`src/inc/lesc_pkg.sv`:
```
// Constants and encodings for the lane enable and snoop control block
`default_nettype none

package lesc_pkg;

  // ----------------------------------------------------------------------
  // Register port geometry
  // ----------------------------------------------------------------------
  localparam int          ADDR_W          = 8;
  localparam int          DATA_W          = 8;
  localparam int          LANES           = 4;

  // ----------------------------------------------------------------------
  // Register offsets
  // ----------------------------------------------------------------------
  localparam logic [7:0]  LINK_CTRL_OFS   = 8'h0A;
  localparam logic [7:0]  EQ_CTRL_OFS     = 8'h10;
  localparam logic [7:0]  CAPTURE_OFS     = 8'h12;
  localparam logic [7:0]  LANE_CTRL_OFS   = 8'h13;

  // ----------------------------------------------------------------------
  // Field positions, widths, masks and reset values
  // ----------------------------------------------------------------------
  localparam int          SNOOP_OFF_BIT   = 7;
  localparam int          RO_ZERO_BIT     = 6;
  localparam int          LANE_OFF_LSB    = 0;
  localparam int          CTL_SEL_LSB     = 0;
  localparam int          CTL_SEL_HI_BIT  = 1;
  localparam int          LC_W            = 5;
  localparam int          PS_W            = 2;
  localparam int          PS_LSB          = 5;
  localparam int          EQ_W            = 4;
  localparam logic [7:0]  LANE_CTRL_RST   = 8'h00;
  localparam logic [7:0]  LANE_CTRL_WMASK = 8'hBF;
  localparam logic [7:0]  EQ_CTRL_RST     = 8'h00;
  localparam logic [4:0]  LANE_COUNT_RST  = 5'h00;
  localparam logic [1:0]  POWER_STATE_RST = 2'h0;
  localparam logic [7:0]  UNMAPPED_DATA   = 8'h00;

  // ----------------------------------------------------------------------
  // Control select encoding
  // ----------------------------------------------------------------------
  typedef enum logic [1:0] {
    CTL_SHUTDOWN = 2'h0,
    CTL_IDLE     = 2'h1,
    CTL_LINK_ON  = 2'h2,
    CTL_RESERVED = 2'h3
  } lesc_control_select_e;

  localparam lesc_control_select_e CTL_SEL_RST    = CTL_IDLE;

  // ----------------------------------------------------------------------
  // Monitored link configuration addresses and values
  // ----------------------------------------------------------------------
  localparam int          AUX_ADDR_W      = 20;
  localparam logic [19:0] AUX_LANE_COUNT  = 20'h00101;
  localparam logic [19:0] AUX_POWER_STATE = 20'h00600;
  localparam logic [1:0]  POWER_ACTIVE    = 2'h1;

endpackage : lesc_pkg

`default_nettype wire

```
`src/verilog/lesc_lane_gate.sv`:
```
// Power decision for one main-link lane
`timescale 1ns/1ps
`default_nettype none

module lesc_lane_gate #(
  parameter int IDX = 0
) (
  // Link level qualifiers
  input  wire logic       link_on,
  input  wire logic       hotplug,
  // Source selection and software disable
  input  wire logic       snoop_off,
  input  wire logic       lane_off,
  // Captured link configuration
  input  wire logic [4:0] lane_count,
  input  wire logic [1:0] power_state,
  // Decision
  output wire logic       lane_on
);

  logic snoop_en;
  logic src_en;

  // Lane used by captured count while the link is in active power
  assign snoop_en = (lane_count > 5'(IDX))
                    && (power_state == lesc_pkg::POWER_ACTIVE);
  // Pick captured decision or software bit; 0 enables, 1 disables
  assign src_en   = snoop_off ? ~lane_off : snoop_en;
  // All three conditions must agree before the lane is powered
  assign lane_on  = link_on & hotplug & src_en;

endmodule : lesc_lane_gate

`default_nettype wire

```
`src/verilog/lesc_top.sv`:
```
// Lane enable and AUX snoop control with its register port
//
// Overview of operation
// - Bit 7 of the lane control register turns AUX monitoring off when 1.
// - With monitoring off, bits 3..0 switch lanes 3..0 individually.
// - With monitoring on, the disable bits are stored but do not move lanes.
// - A disable bit of 0 enables its lane (reset) and 1 disables it.
// - Register lane_power_control resets to zero, bit 6 reads zero, bits 5:4 are storage.
// - AUX writes are only observed while the monitor enable pin is low.
// - Hot-plug high enables link function, low disables it to save power.
// - Hot-plug comes from the strap pin when config select is 0, else other.
// - In strap mode the equalization code comes from the two strap pins.
// - A lane count written to 0x00101 enables only the counted lanes.
// - A power state written to 0x00600 turns the lanes on or off.
// - Captured count and power state clear when control select bit 1 falls.
// - Control select is 00 shutdown, 01 idle (reset), 10 on, 11 reserved.
`timescale 1ns/1ps
`default_nettype none

module lesc_top #(
  parameter int LANES  = lesc_pkg::LANES,
  parameter int ADDR_W = lesc_pkg::ADDR_W,
  parameter int DATA_W = lesc_pkg::DATA_W
) (
  // Clock and reset
  input  wire logic                core_clk,
  input  wire logic                rst_n,
  // Register port
  input  wire logic [ADDR_W-1:0]   reg_addr,
  input  wire logic [DATA_W-1:0]   reg_wdata,
  input  wire logic                reg_wr,
  input  wire logic                reg_rd,
  output var  logic [DATA_W-1:0]   reg_rdata,
  output var  logic                reg_rvalid,
  // Observed AUX write transactions
  input  wire logic                aux_wr,
  input  wire logic [19:0]         aux_addr,
  input  wire logic [7:0]          aux_data,
  // Configuration pins
  input  wire logic                monitor_enable_n,
  input  wire logic                cfg_serial,
  input  wire logic                hotplug_in,
  input  wire logic                hotplug_in_alt,
  input  wire logic                eq_strap_low,
  input  wire logic                eq_strap_high,
  // Lane and link control
  output var  logic [LANES-1:0]    lane_active,
  output var  logic                link_enabled,
  output var  logic                link_shutdown,
  output var  logic [3:0]          eq_code
);

  // ----------------------------------------------------------------------
  // State record
  // ----------------------------------------------------------------------
  typedef struct packed {
    logic [7:0]              lane_ctrl;
    lesc_pkg::lesc_control_select_e  ctl_sel;
    logic [7:0]              eq_ctrl;
    logic [4:0]              lane_count;
    logic [1:0]              power_state;
    logic                    hotplug;
    logic [LANES-1:0]        lane_active;
    logic                    link_on;
    logic                    shutdown;
    logic [3:0]              eq_code;
    logic [DATA_W-1:0]       rdata;
    logic                    rvalid;
  } lesc_state_s;

  lesc_state_s cur_reg;
  lesc_state_s cur_next;

  logic [LANES-1:0] lane_on_w;
  logic             snoop_off_w;
  logic             snoop_active_w;
  logic             link_on_w;

  // ----------------------------------------------------------------------
  // Monitoring source and link qualifiers
  // ----------------------------------------------------------------------

  // Monitoring off by register bit or by the pin held high
  assign snoop_off_w    = cur_reg.lane_ctrl[lesc_pkg::SNOOP_OFF_BIT]
                          | monitor_enable_n;
  assign snoop_active_w = ~snoop_off_w;
  // Only the link-on code powers the main link
  assign link_on_w      = (cur_reg.ctl_sel == lesc_pkg::CTL_LINK_ON);

  // ----------------------------------------------------------------------
  // Per-lane decision
  // ----------------------------------------------------------------------
  genvar gi;
  generate
    for (gi = 0; gi < LANES; gi++)
    begin : g_lane
      lesc_lane_gate #(
        .IDX         (gi)
      ) u_gate (
        .link_on     (link_on_w),
        .hotplug     (cur_reg.hotplug),
        .snoop_off   (snoop_off_w),
        .lane_off    (cur_reg.lane_ctrl[lesc_pkg::LANE_OFF_LSB + gi]),
        .lane_count  (cur_reg.lane_count),
        .power_state (cur_reg.power_state),
        .lane_on     (lane_on_w[gi])
      );
    end
  endgenerate

  // ----------------------------------------------------------------------
  // Next state
  // ----------------------------------------------------------------------

  // Register writes, capture, clear and output staging
  always_comb
  begin
    cur_next        = cur_reg;
    cur_next.rvalid = 1'b0;

    // Register writes
    if (reg_wr)
    begin
      unique case (reg_addr)
        lesc_pkg::LANE_CTRL_OFS:
        begin
          // Bit 6 never stores; disable bits always store
          cur_next.lane_ctrl = reg_wdata
                               & lesc_pkg::LANE_CTRL_WMASK;
        end
        lesc_pkg::LINK_CTRL_OFS:
        begin
          cur_next.ctl_sel = lesc_pkg::lesc_control_select_e'(
            reg_wdata[lesc_pkg::CTL_SEL_LSB +: 2]);
        end
        lesc_pkg::EQ_CTRL_OFS:
        begin
          cur_next.eq_ctrl = reg_wdata;
        end
        default:
        begin
          cur_next.eq_ctrl = cur_reg.eq_ctrl;               // Unmapped: ignored
        end
      endcase
    end

    // Captured values clear when control select bit 1 falls
    if (cur_reg.ctl_sel[lesc_pkg::CTL_SEL_HI_BIT]
        && !cur_next.ctl_sel[lesc_pkg::CTL_SEL_HI_BIT])
    begin
      cur_next.lane_count  = lesc_pkg::LANE_COUNT_RST;
      cur_next.power_state = lesc_pkg::POWER_STATE_RST;
    end

    // AUX capture; placed after the clear so a capture wins
    if (aux_wr && snoop_active_w)
    begin
      if (aux_addr == lesc_pkg::AUX_LANE_COUNT)
      begin
        cur_next.lane_count = aux_data[lesc_pkg::LC_W-1:0];
      end
      if (aux_addr == lesc_pkg::AUX_POWER_STATE)
      begin
        cur_next.power_state = aux_data[lesc_pkg::PS_W-1:0];
      end
    end

    // Hot-plug pin follows configuration mode
    cur_next.hotplug = cfg_serial ? hotplug_in_alt : hotplug_in;

    // Equalization from straps in strap mode, else from register
    if (!cfg_serial)
    begin
      cur_next.eq_code = {2'b00, eq_strap_high, eq_strap_low};
    end
    else
    begin
      cur_next.eq_code = cur_reg.eq_ctrl[lesc_pkg::EQ_W-1:0];
    end

    // Lane and link outputs
    cur_next.lane_active = lane_on_w;
    cur_next.link_on     = link_on_w & cur_reg.hotplug;
    cur_next.shutdown    = (cur_reg.ctl_sel == lesc_pkg::CTL_SHUTDOWN);

    // Register reads, answered one edge later
    if (reg_rd)
    begin
      cur_next.rvalid = 1'b1;
      unique case (reg_addr)
        lesc_pkg::LANE_CTRL_OFS:
        begin
          cur_next.rdata = cur_reg.lane_ctrl;
        end
        lesc_pkg::CAPTURE_OFS:
        begin
          cur_next.rdata = {1'b0, cur_reg.power_state, cur_reg.lane_count};
        end
        lesc_pkg::LINK_CTRL_OFS:
        begin
          cur_next.rdata = {6'h00, cur_reg.ctl_sel};
        end
        lesc_pkg::EQ_CTRL_OFS:
        begin
          cur_next.rdata = cfg_serial ? cur_reg.eq_ctrl
                                      : {4'h0, cur_reg.eq_code};
        end
        default:
        begin
          cur_next.rdata = lesc_pkg::UNMAPPED_DATA;
        end
      endcase
    end
  end

  // ----------------------------------------------------------------------
  // State register
  // ----------------------------------------------------------------------

  // Synchronous reset to documented defaults
  always_ff @(posedge core_clk)
  begin
    if (!rst_n)
    begin
      cur_reg             <= '0;
      cur_reg.lane_ctrl   <= lesc_pkg::LANE_CTRL_RST;
      cur_reg.ctl_sel     <= lesc_pkg::CTL_SEL_RST;
      cur_reg.eq_ctrl     <= lesc_pkg::EQ_CTRL_RST;
      cur_reg.lane_count  <= lesc_pkg::LANE_COUNT_RST;
      cur_reg.power_state <= lesc_pkg::POWER_STATE_RST;
    end
    else
    begin
      cur_reg <= cur_next;
    end
  end

  // ----------------------------------------------------------------------
  // Outputs
  // ----------------------------------------------------------------------

  // All outputs are state flops
  assign reg_rdata     = cur_reg.rdata;
  assign reg_rvalid    = cur_reg.rvalid;
  assign lane_active   = cur_reg.lane_active;
  assign link_enabled  = cur_reg.link_on;
  assign link_shutdown = cur_reg.shutdown;
  assign eq_code       = cur_reg.eq_code;

endmodule : lesc_top

`default_nettype wire

```
`config.mk`:
```
export PLATFORM = sky130hd
export DESIGN_NAME = lesc_top
export DESIGN_NICKNAME = d
export VERILOG_FILES = /design/src/inc/lesc_pkg.sv /design/src/verilog/lesc_lane_gate.sv /design/src/verilog/lesc_top.sv
export SDC_FILE = /design/constraint.sdc
export NUM_CORES = 1
export LEC_CHECK = 0
export ABC_CLOCK_PERIOD_IN_PS = 1500
export BUFFER_PORTS_ARGS = -buffer_cell sky130_fd_sc_hd__buf_2
export CORE_MARGIN = 1.5
export CORE_UTILIZATION = 40
export CTS_BUF_LIST = sky130_fd_sc_hd__clkbuf_8
export CTS_CLUSTER_SIZE = 10
export DETAILED_ROUTE_END_ITERATION = 12
export GPL_TIMING_DRIVEN = 0
export HOLD_SLACK_MARGIN = 0.08
export MAX_ROUTING_LAYER = met4
export PLACE_DENSITY_LB_ADDON = 0.15
export SYNTH_ARGS = -nofsm -noshare
export SYNTH_HDL_FRONTEND = slang
export SYNTH_SLANG_ARGS = --single-unit
export TNS_END_PERCENT = 5
```
`constraint.sdc`:
```
create_clock -name core_clk -period 1.5 [get_ports core_clk]
set_clock_uncertainty 0.05 [all_clocks]
set_input_delay 0.225 -clock core_clk [delete_from_list [all_inputs] [get_ports core_clk]]
set_output_delay 0.225 -clock core_clk [all_outputs]
set_load 0.02 [all_outputs]
```
[Word level (Yosys, flattened, before mapping)]
Cells that the tools add are included.
Word-level totals
  register bits: 44
  input bits: 55
  output and inout bits: 19
  word-level logic and storage cells: 65
Cells by class
  $lt $le $gt $ge: 4
  equality and inequality tests: 8
  multiplexer cells: 16
  bitwise logic cells: 11
  reduce and logical (&&, ||, !) cells: 12
Operators with widths (number)
  8-bit case mux with 4 select lines: 1
  8-bit by 5-bit equality test with 1-bit output, second input constant: 3
  20-bit by 11-bit equality test with 1-bit output, second input constant: 1
  20-bit by 9-bit equality test with 1-bit output, second input constant: 1
  8-bit 2-to-1 mux: 2
  7-bit 2-to-1 mux: 2
  5-bit by 1-bit greater-than comparator with 1-bit output, second input constant: 2
  5-bit by 2-bit greater-than comparator with 1-bit output, second input constant: 2
  10-bit 2-to-1 mux: 1
  8-bit by 4-bit equality test with 1-bit output, second input constant: 1
  2-bit AND reduction: 4
  1-bit logical AND: 6
  1-bit 2-to-1 mux: 6
  2-bit 2-to-1 mux: 3
  1-bit bitwise AND: 5
  5-bit 2-to-1 mux: 1
  1-bit inverter: 5
  2-bit by 1-bit equality test with 1-bit output, second input constant: 1
  2-bit equality test, second input constant: 1
  2-bit zero test: 1
  1-bit zero test: 1
  1-bit OR: 1

[Logic depth before layout (Yosys ltp)]
Gate-level depths: netlist of run 1.
  depth in word-level cells: 8
  depth in mapped cells: 6
  gate-level depth less buffers: 4

[Hierarchy]
From an unflattened synthesis of run 1, not the netlist that was laid out.
Unflattened totals
  cells, all modules: 241
  area, all modules: 2133.3 um2
By module, submodules not included
  lesc_top: instances 1, cells an instance 220, area each 1988.2 um2, seq. area each 880.8 um2
  lesc_lane_gate (g_lane[2].u_gate): instances 1, cells an instance 4, area each 40.0 um2, seq. area each 0.0 um2
  lesc_lane_gate (g_lane[3].u_gate): instances 1, cells an instance 6, area each 38.8 um2, seq. area each 0.0 um2
  lesc_lane_gate (g_lane[0].u_gate): instances 1, cells an instance 6, area each 35.0 um2, seq. area each 0.0 um2
  lesc_lane_gate (g_lane[1].u_gate): instances 1, cells an instance 5, area each 31.3 um2, seq. area each 0.0 um2

[Worst setup path before layout of run 1]
OpenSTA, ideal clock, no wires.
  path type: flip-flop to flip-flop
  start point: reg cur_reg[44] (netlist bit)
  end point: reg cur_reg[22] (netlist name)
  setup time: 0.072 ns
  data arrival time: 1.329 ns
  data required time: 1.378 ns
  path slack: 0.049 ns
  stages on the path, launching flop included: 5
  buffers on the path: 0
  clock period less this slack: 1.451 ns
  cell sequence: dfxtp_1 -> nor4_1 -> nand4_1 -> nor3_2 -> mux2i_1
On the way
  cells in the longest elaborated chain, start to end: 4
Ends and longest elaborated chain
  from (decl): RTL line lesc_top.sv:71  | lesc_state_s cur_reg;
  from (signal assigned): RTL line lesc_top.sv:234  | cur_reg <= cur_next;
  1-bit OR: RTL line lesc_top.sv:85  | | monitor_enable_n;
  1-bit inverter: RTL line lesc_top.sv:86  | assign snoop_active_w = ~snoop_off_w;
  1-bit logical AND: RTL line lesc_top.sv:156  | if (aux_wr && snoop_active_w)
  7-bit 2-to-1 mux: RTL line lesc_top.sv:156
No other way between the ends.
A chain may end at the register's enable or synchronous reset.

[Final worst setup path of run 1]
  start point: reg cur_reg[44] (netlist bit)
  end point: reg cur_reg[20] (netlist name)
On the way
  cells in the longest elaborated chain, start to end: 4
Ends and longest elaborated chain (RTL line)
  1-bit OR: lesc_top.sv:85
  1-bit inverter: lesc_top.sv:86
  1-bit logical AND: lesc_top.sv:156
  7-bit 2-to-1 mux: lesc_top.sv:156
No other way between the ends.

==> impl_metrics.ini, run 1 <==
[run_status]
status = finished clean

[route]
ant_nets = 0
first_pass_iters = 4
remaining_drc_errors = 0
post_drt_wl_per_cell_um = 12.8
num_vias = 1864
drt_wl_total_um = 4860
viasPerCell = 4.89
drt_iter0_drc = 94

[setup_path]
crit_required_ns = 1.64
startpoint_type = register
timing.rr.start = cur_reg[44]$_SDFFE_PN0P_
worstReg2RegEnd = cur_reg[20]$_SDFF_PN0_
crit_type = reg2reg
timing.critical_path.from = cur_reg[44]$_SDFFE_PN0P_
reg2reg_depth = 4
cp-end-kind = register
cp.arrival_ns = 1.57
rrSetupSlack_ns = 0.07
cp_max_fo = 4

[sta]
rsz0062_at_grt = yes
setup_viol = 0
worst_pin_slew_ns = 0.623
drv_slew = 0
fmax_mhz = 699
max-slew-margin-rel = 0.583
min_period_ns = 1.43
worst_hold_slack_ns = 0.108
finalCritPeriodShare = 0.954
finalHoldViolCount = 0

[synth]
synth_compound_area_frac = 0.161
synth_top_family_by_area = simple AND/OR/NAND/NOR gates
muxShareOfSynthArea = 0.0849
synth_xor_xnor_area_share = 0
syn_inst = 234
ys_seq_area_frac = 0.433
synth_simple_gate_area_frac = 0.237
syn_area_um2 = 2030
synth_async_sr_flop_share = 0
syn-num-nets = 289
synth_cell_types = 40
synth_edf_count = 0
syn_area_per_cell_um2 = 8.69
ys_ff_latch = 44
synth_fa_ha_area_frac = 0
yosys_warnings = 0
synthFlopType = dfxtp_1

[die]
die_w_um = 74.3
dieArea_um2 = 5520
die_height_um = 74.3
num_io_pins = 74
core_area_um2 = 4820
num_rows = 25
start_util = 0.422

[cts]
h-tree-depth = 2
cts_buffers = 5
worstSkewPairLatency_ns = 0.30
clkSlewWorstSetupHoldPaths_ns = 0.08
cts-root-buf = clkbuf_8
cts_tree = done
clock_sinks = 44
clock_path_buffers = 2
cts_hold_buffers = 0

[power_and_ir_drop]
ir_drop_mv = 0.403
p_per_area_nw_per_um2 = 818
power.leakage_uw = 0.00119

[finish]
area_growth_syn_to_layout_pct = 27.6
final_layout_size_suffix_gt1_frac = 0.347
largest_register_ff_count = 25
antennaDiodeCount = 0
fin_cells = 381
nets = 368

[place]
place_hpwl_um = 3770
io_buffers = 70
dp.cells = 371
gp_congestion = 0.840

[global_route]
grt_start_max_net_pins = 14
grt-ovfl-total = 0
grt_pass1_vias = 1625
antenna_found_initial = 0
grt_pass1_wl_um = 7650
gr-usage-all-layers = 0.191

[worst_hold_path]
hp-class = in2reg
hold_path_depth = 3
min_to = cur_reg[33]$_SDFFE_PN0P_
hold_start = reg_wdata[6]

[run]
cap_viol_max_count = 0
where the power goes:
part	internal [µW]	leakage [µW]	switching (µW)
Clock	367	0.0000510	389
Combinational	85.8	0.000780	107
Sequential	1170	0.000355	2.27
Total	1630	0.00119	499
cell usage after synthesis (2+ instances only):
cell type	count	area, µm²
a211oi_1	4	30.0
a21oi_1	3	15.0
a22o_1	4	35.0
a22oi_1	4	30.0
a31o_1	6	52.6
a32oi_1	2	17.5
and2_1	4	25.0
and3_1	2	12.5
buf_2	3	15.0
buf_4	16	120
clkbuf_1	6	22.5
dfxtp_1	44	881
inv_1	3	11.3
mux2_2	2	22.5
mux2i_1	15	150
nand2_1	36	135
nand2b_1	2	12.5
nand3_1	12	60.1
nand4_1	3	18.8
nor2_1	18	67.6
nor2b_1	5	31.3
nor4_1	4	25.0
o21ai_0	10	50.1
o21ai_1	9	45.0
or3_1	2	12.5
repair_timing:
action / 4_1_cts / 5_1_grt
gates resized for setup: 2 / 2
setup buffers: 0 / 2
cloned: 0 / 0
setup endpoints to repair: 7 / 19
pin swaps: 3 / 1
cells by family after synthesis:
group                  Yosys count
AOI/OAI and AO/OA               48
buffers and inverters           29
muxes                           17
DFF                             44
and+or+nand+nor                 96
through the flow:
stage                     area (µm²)  power (µW)  TNS [ns]  worst slack (ns)   util
final                           2600        2120         0            0.0691  0.539
after global routing            2600        2210         0           0.00585  0.539
after CTS                       2570        2140         0           0.00643  0.534
after detailed placement        2470        1390     -4.66            -0.266  0.512
after global placement          2470        1390     -4.45            -0.250  0.512
after floorplan                 2030        1290         0            0.0493      -
layout make-up:
| type | count | area (µm²) |
|---|---|---|
| Fill cell | 522 | 2220 |
| Buffer | 26 | 161 |
| Clock buffer | 6 | 82.6 |
| Clock inverter | 2 | 10.0 |
| Inverter | 3 | 11.3 |
| Tap cell | 67 | 83.8 |
| Sequential cell | 44 | 881 |
| Timing Repair Buffer | 72 | 365 |
| Multi-Input combinational cell | 161 | 1000 |
worst max-delay path by stage:
| stage | to | slack (ns) |
|---|---|---|
| finish | cur_reg[20]$_SDFF_PN0_ | 0.07 |
| global route | cur_reg[20]$_SDFF_PN0_ | 0.006 |
| CTS | cur_reg[20]$_SDFF_PN0_ | 0.006 |
| detailed placement | cur_reg[33]$_SDFFE_PN0P_ | -0.27 |
| global placement | cur_reg[33]$_SDFFE_PN0P_ | -0.25 |
| floorplan | cur_reg[22]$_SDFF_PN0_ | 0.05 |
layout by cell type, fill, tap and decap left out, drive strengths merged, types with 5 or more instances in the layout:
cell	count
nor4	5
nand2	36
nand3	12
clkbuf	12
o21ai	19
mux2i	15
nor2b	5
a31o	7
buf	92
nor2	18
dfxtp	44
layer usage:
layer / wire length, µm / vias up / global-route usage
met5: 0 / - / -
met4: 63 / 0 / 0.0727
met3: 221 / 6 / 0.0420
met2: 2180 / 48 / 0.289
met1: 2390 / 831 / 0.250
li1: - / 979 / -
worst max-delay path, cell delays in order, from the launching register on:
cell	delay, ns
dfxtp_1	0.36
nor4_2	0.14
nand4_1	0.20
or3_4	0.45
mux2i_1	0.12
(Power assumes the default switching activity.)
==> run 2, diff against run 1 <==
- CTS_BUF_LIST: sky130_fd_sc_hd__clkbuf_8 -> unset
- TNS_END_PERCENT: 5 -> unset
==> impl_metrics.ini, run 2 (synthesis results as in run 1) <==
[sta]
finalHoldViolCount = 0
finalCritPeriodShare = 0.942
timing.final.ws_setup_ns = 0.0867
tns_ns = 0
max-slew-margin-rel = 0.581
min_period_ns = 1.41
setup_viol = 0
worst_pin_slew_ns = 0.625
fmax_mhz = 708
rsz0062_at_grt = no
drv_slew = 0

[finish]
area_growth_syn_to_layout_pct = 28.6
largest_register_ff_count = 25
fillCellCount = 517
antennaDiodeCount = 0
layout.cells.most_common = buf_2
mostFrequentLayoutCells = 73 x buf_2, 44 x dfxtp_1, 36 x nand2_1
fin_cells = 382
nets = 369
final_area_um2 = 2620
final_layout_size_suffix_gt1_frac = 0.349

[die]
die_w_um = 74.3
start_util = 0.422
dieArea_um2 = 5520
die_height_um = 74.3
num_rows = 25
num_io_pins = 74
core_area_um2 = 4820

[setup_path]
timing.critical_path.from = cur_reg[24]$_SDFF_PN0_
slowest_delay_ns = 0.54
crit_path_cell_trace = or4_1 -> o21ai_0 -> nor2b_2 -> a211oi_1
cp.depth = 4
cp_top_family = simple AND/OR/NAND/NOR gates
reg2reg_depth = 4
slowest_stage = or4_1
crit_type = reg2reg
cp_max_fo = 4
startpoint_type = register
cp.arrival_ns = 1.54
timing.rr.start = cur_reg[24]$_SDFF_PN0_
crit_buf_inv = 0
cp-end-kind = register
crit_required_ns = 1.63

[power_and_ir_drop]
power.leakage_uw = 0.00119
switchingPower_uw = 496
p_clk_frac = 0.355
comb_power_share = 0.091
pwr-share-seq = 0.554
sw_frac_of_total = 0.234
cellInternalPower_uw = 1630
p_per_area_nw_per_um2 = 811
ir_drop_mv = 0.406

[global_route]
grt_pass1_vias = 1625
grt_pass1_wl_um = 7650
grt-ovfl-total = 0
grt_start_max_net_pins = 14
antenna_found_initial = 0
gr-usage-all-layers = 0.191

[route]
post_drt_wl_per_cell_um = 12.7
ant_nets = 0
viasPerCell = 4.85
remaining_drc_errors = 0
drt_wl_total_um = 4850
num_vias = 1851
drt_iter0_drc = 90
first_pass_iters = 4

[cts]
clock_sinks = 44
clkSlewWorstSetupHoldPaths_ns = 0.08
cts_tree = done
clock_path_buffers = 2
h-tree-depth = 2
cts-root-buf = clkbuf_8
cts_hold_buffers = 0
worstSkewPairLatency_ns = 0.30
cts_buffers = 5

[run_status]
status = finished clean

[place]
io_buffers = 70
post-place-ws_ns = -0.266
place_area_um2 = 2470
place_hpwl_um = 3770
gp_congestion = 0.840
dp.cells = 371

[worst_hold_path]
hold_start = reg_wdata[6]
hp-class = in2reg
hold_path_depth = 3

[run]
cap_viol_max_count = 0
==> run 2: final cells by class <==
| type | instances | area (µm²) | area share |
|---|---|---|---|
| timing repair buffer | 73 | 385 | 0.147 |
| inverter | 3 | 11.3 | 0.00430 |
| buffer | 26 | 161 | 0.0617 |
| tap | 67 | 83.8 | 0.0320 |
| clock inverter | 2 | 10.0 | 0.00383 |
| sequential | 44 | 881 | 0.337 |
| multi-input combinational | 161 | 1000 | 0.383 |
| clock buffer | 6 | 82.6 | 0.0316 |
==> run 2: power by group through the flow <==
| stage | logic [µW] | clock network [µW] | registers [µW] |
|---|---|---|---|
| detailed placement | 188 | 0 | 1200 |
| finish | 193 | 754 | 1170 |
| CTS | 189 | 776 | 1170 |
| global route | 215 | 817 | 1180 |
| floorplan | 83.1 | 0 | 1200 |
| global placement | 186 | 0 | 1200 |
==> run 2: final timing paths <==
path                                             endpoint  slack (ns)
worst max-delay path            lane_active[0]$_SDFF_PN0_        0.09
worst min-delay path             cur_reg[33]$_SDFFE_PN0P_        0.11
worst max register to register  lane_active[0]$_SDFF_PN0_        0.09
worst min register to register  reg_rdata[0]$_SDFFE_PN0P_        0.40
==> run 2: timing repair <==
item,CTS,global route
resized for setup,2,2
pin swaps,3,4
gates cloned,0,0
buffers inserted,0,3
endpoints found under the setup margin,7,19
endpoints found under the hold margin,0,0
==> run 2: stage by stage <==
step | total power (µW) | hold slack [ns] | utilization
2_1_floorplan | 1290 | 0.300 | -
3_3_place_gp | 1390 | 0.388 | 0.512
3_5_place_dp | 1390 | 0.396 | 0.512
4_1_cts | 2140 | 0.105 | 0.534
5_1_grt | 2210 | 0.115 | 0.543
6_report | 2120 | 0.108 | 0.543
==> run 2: worst register-to-register path, delay by kind of cell (launching register included) <==
family	cells	cell delay [ns]
and+or+nand+nor	2	0.69
AOI/OAI and AO/OA	2	0.20
DFF	1	0.35
==> run 2: per-layer routing <==
layer / up-vias / routed length, µm / track usage / part of all wire
met3: 6 / 206 / 0.0420 / 0.042
met4: 0 / 63 / 0.0727 / 0.013
li1: 983 / - / - / -
met5: - / 0 / - / 0
met1: 818 / 2380 / 0.250 / 0.49
met2: 44 / 2200 / 0.289 / 0.45
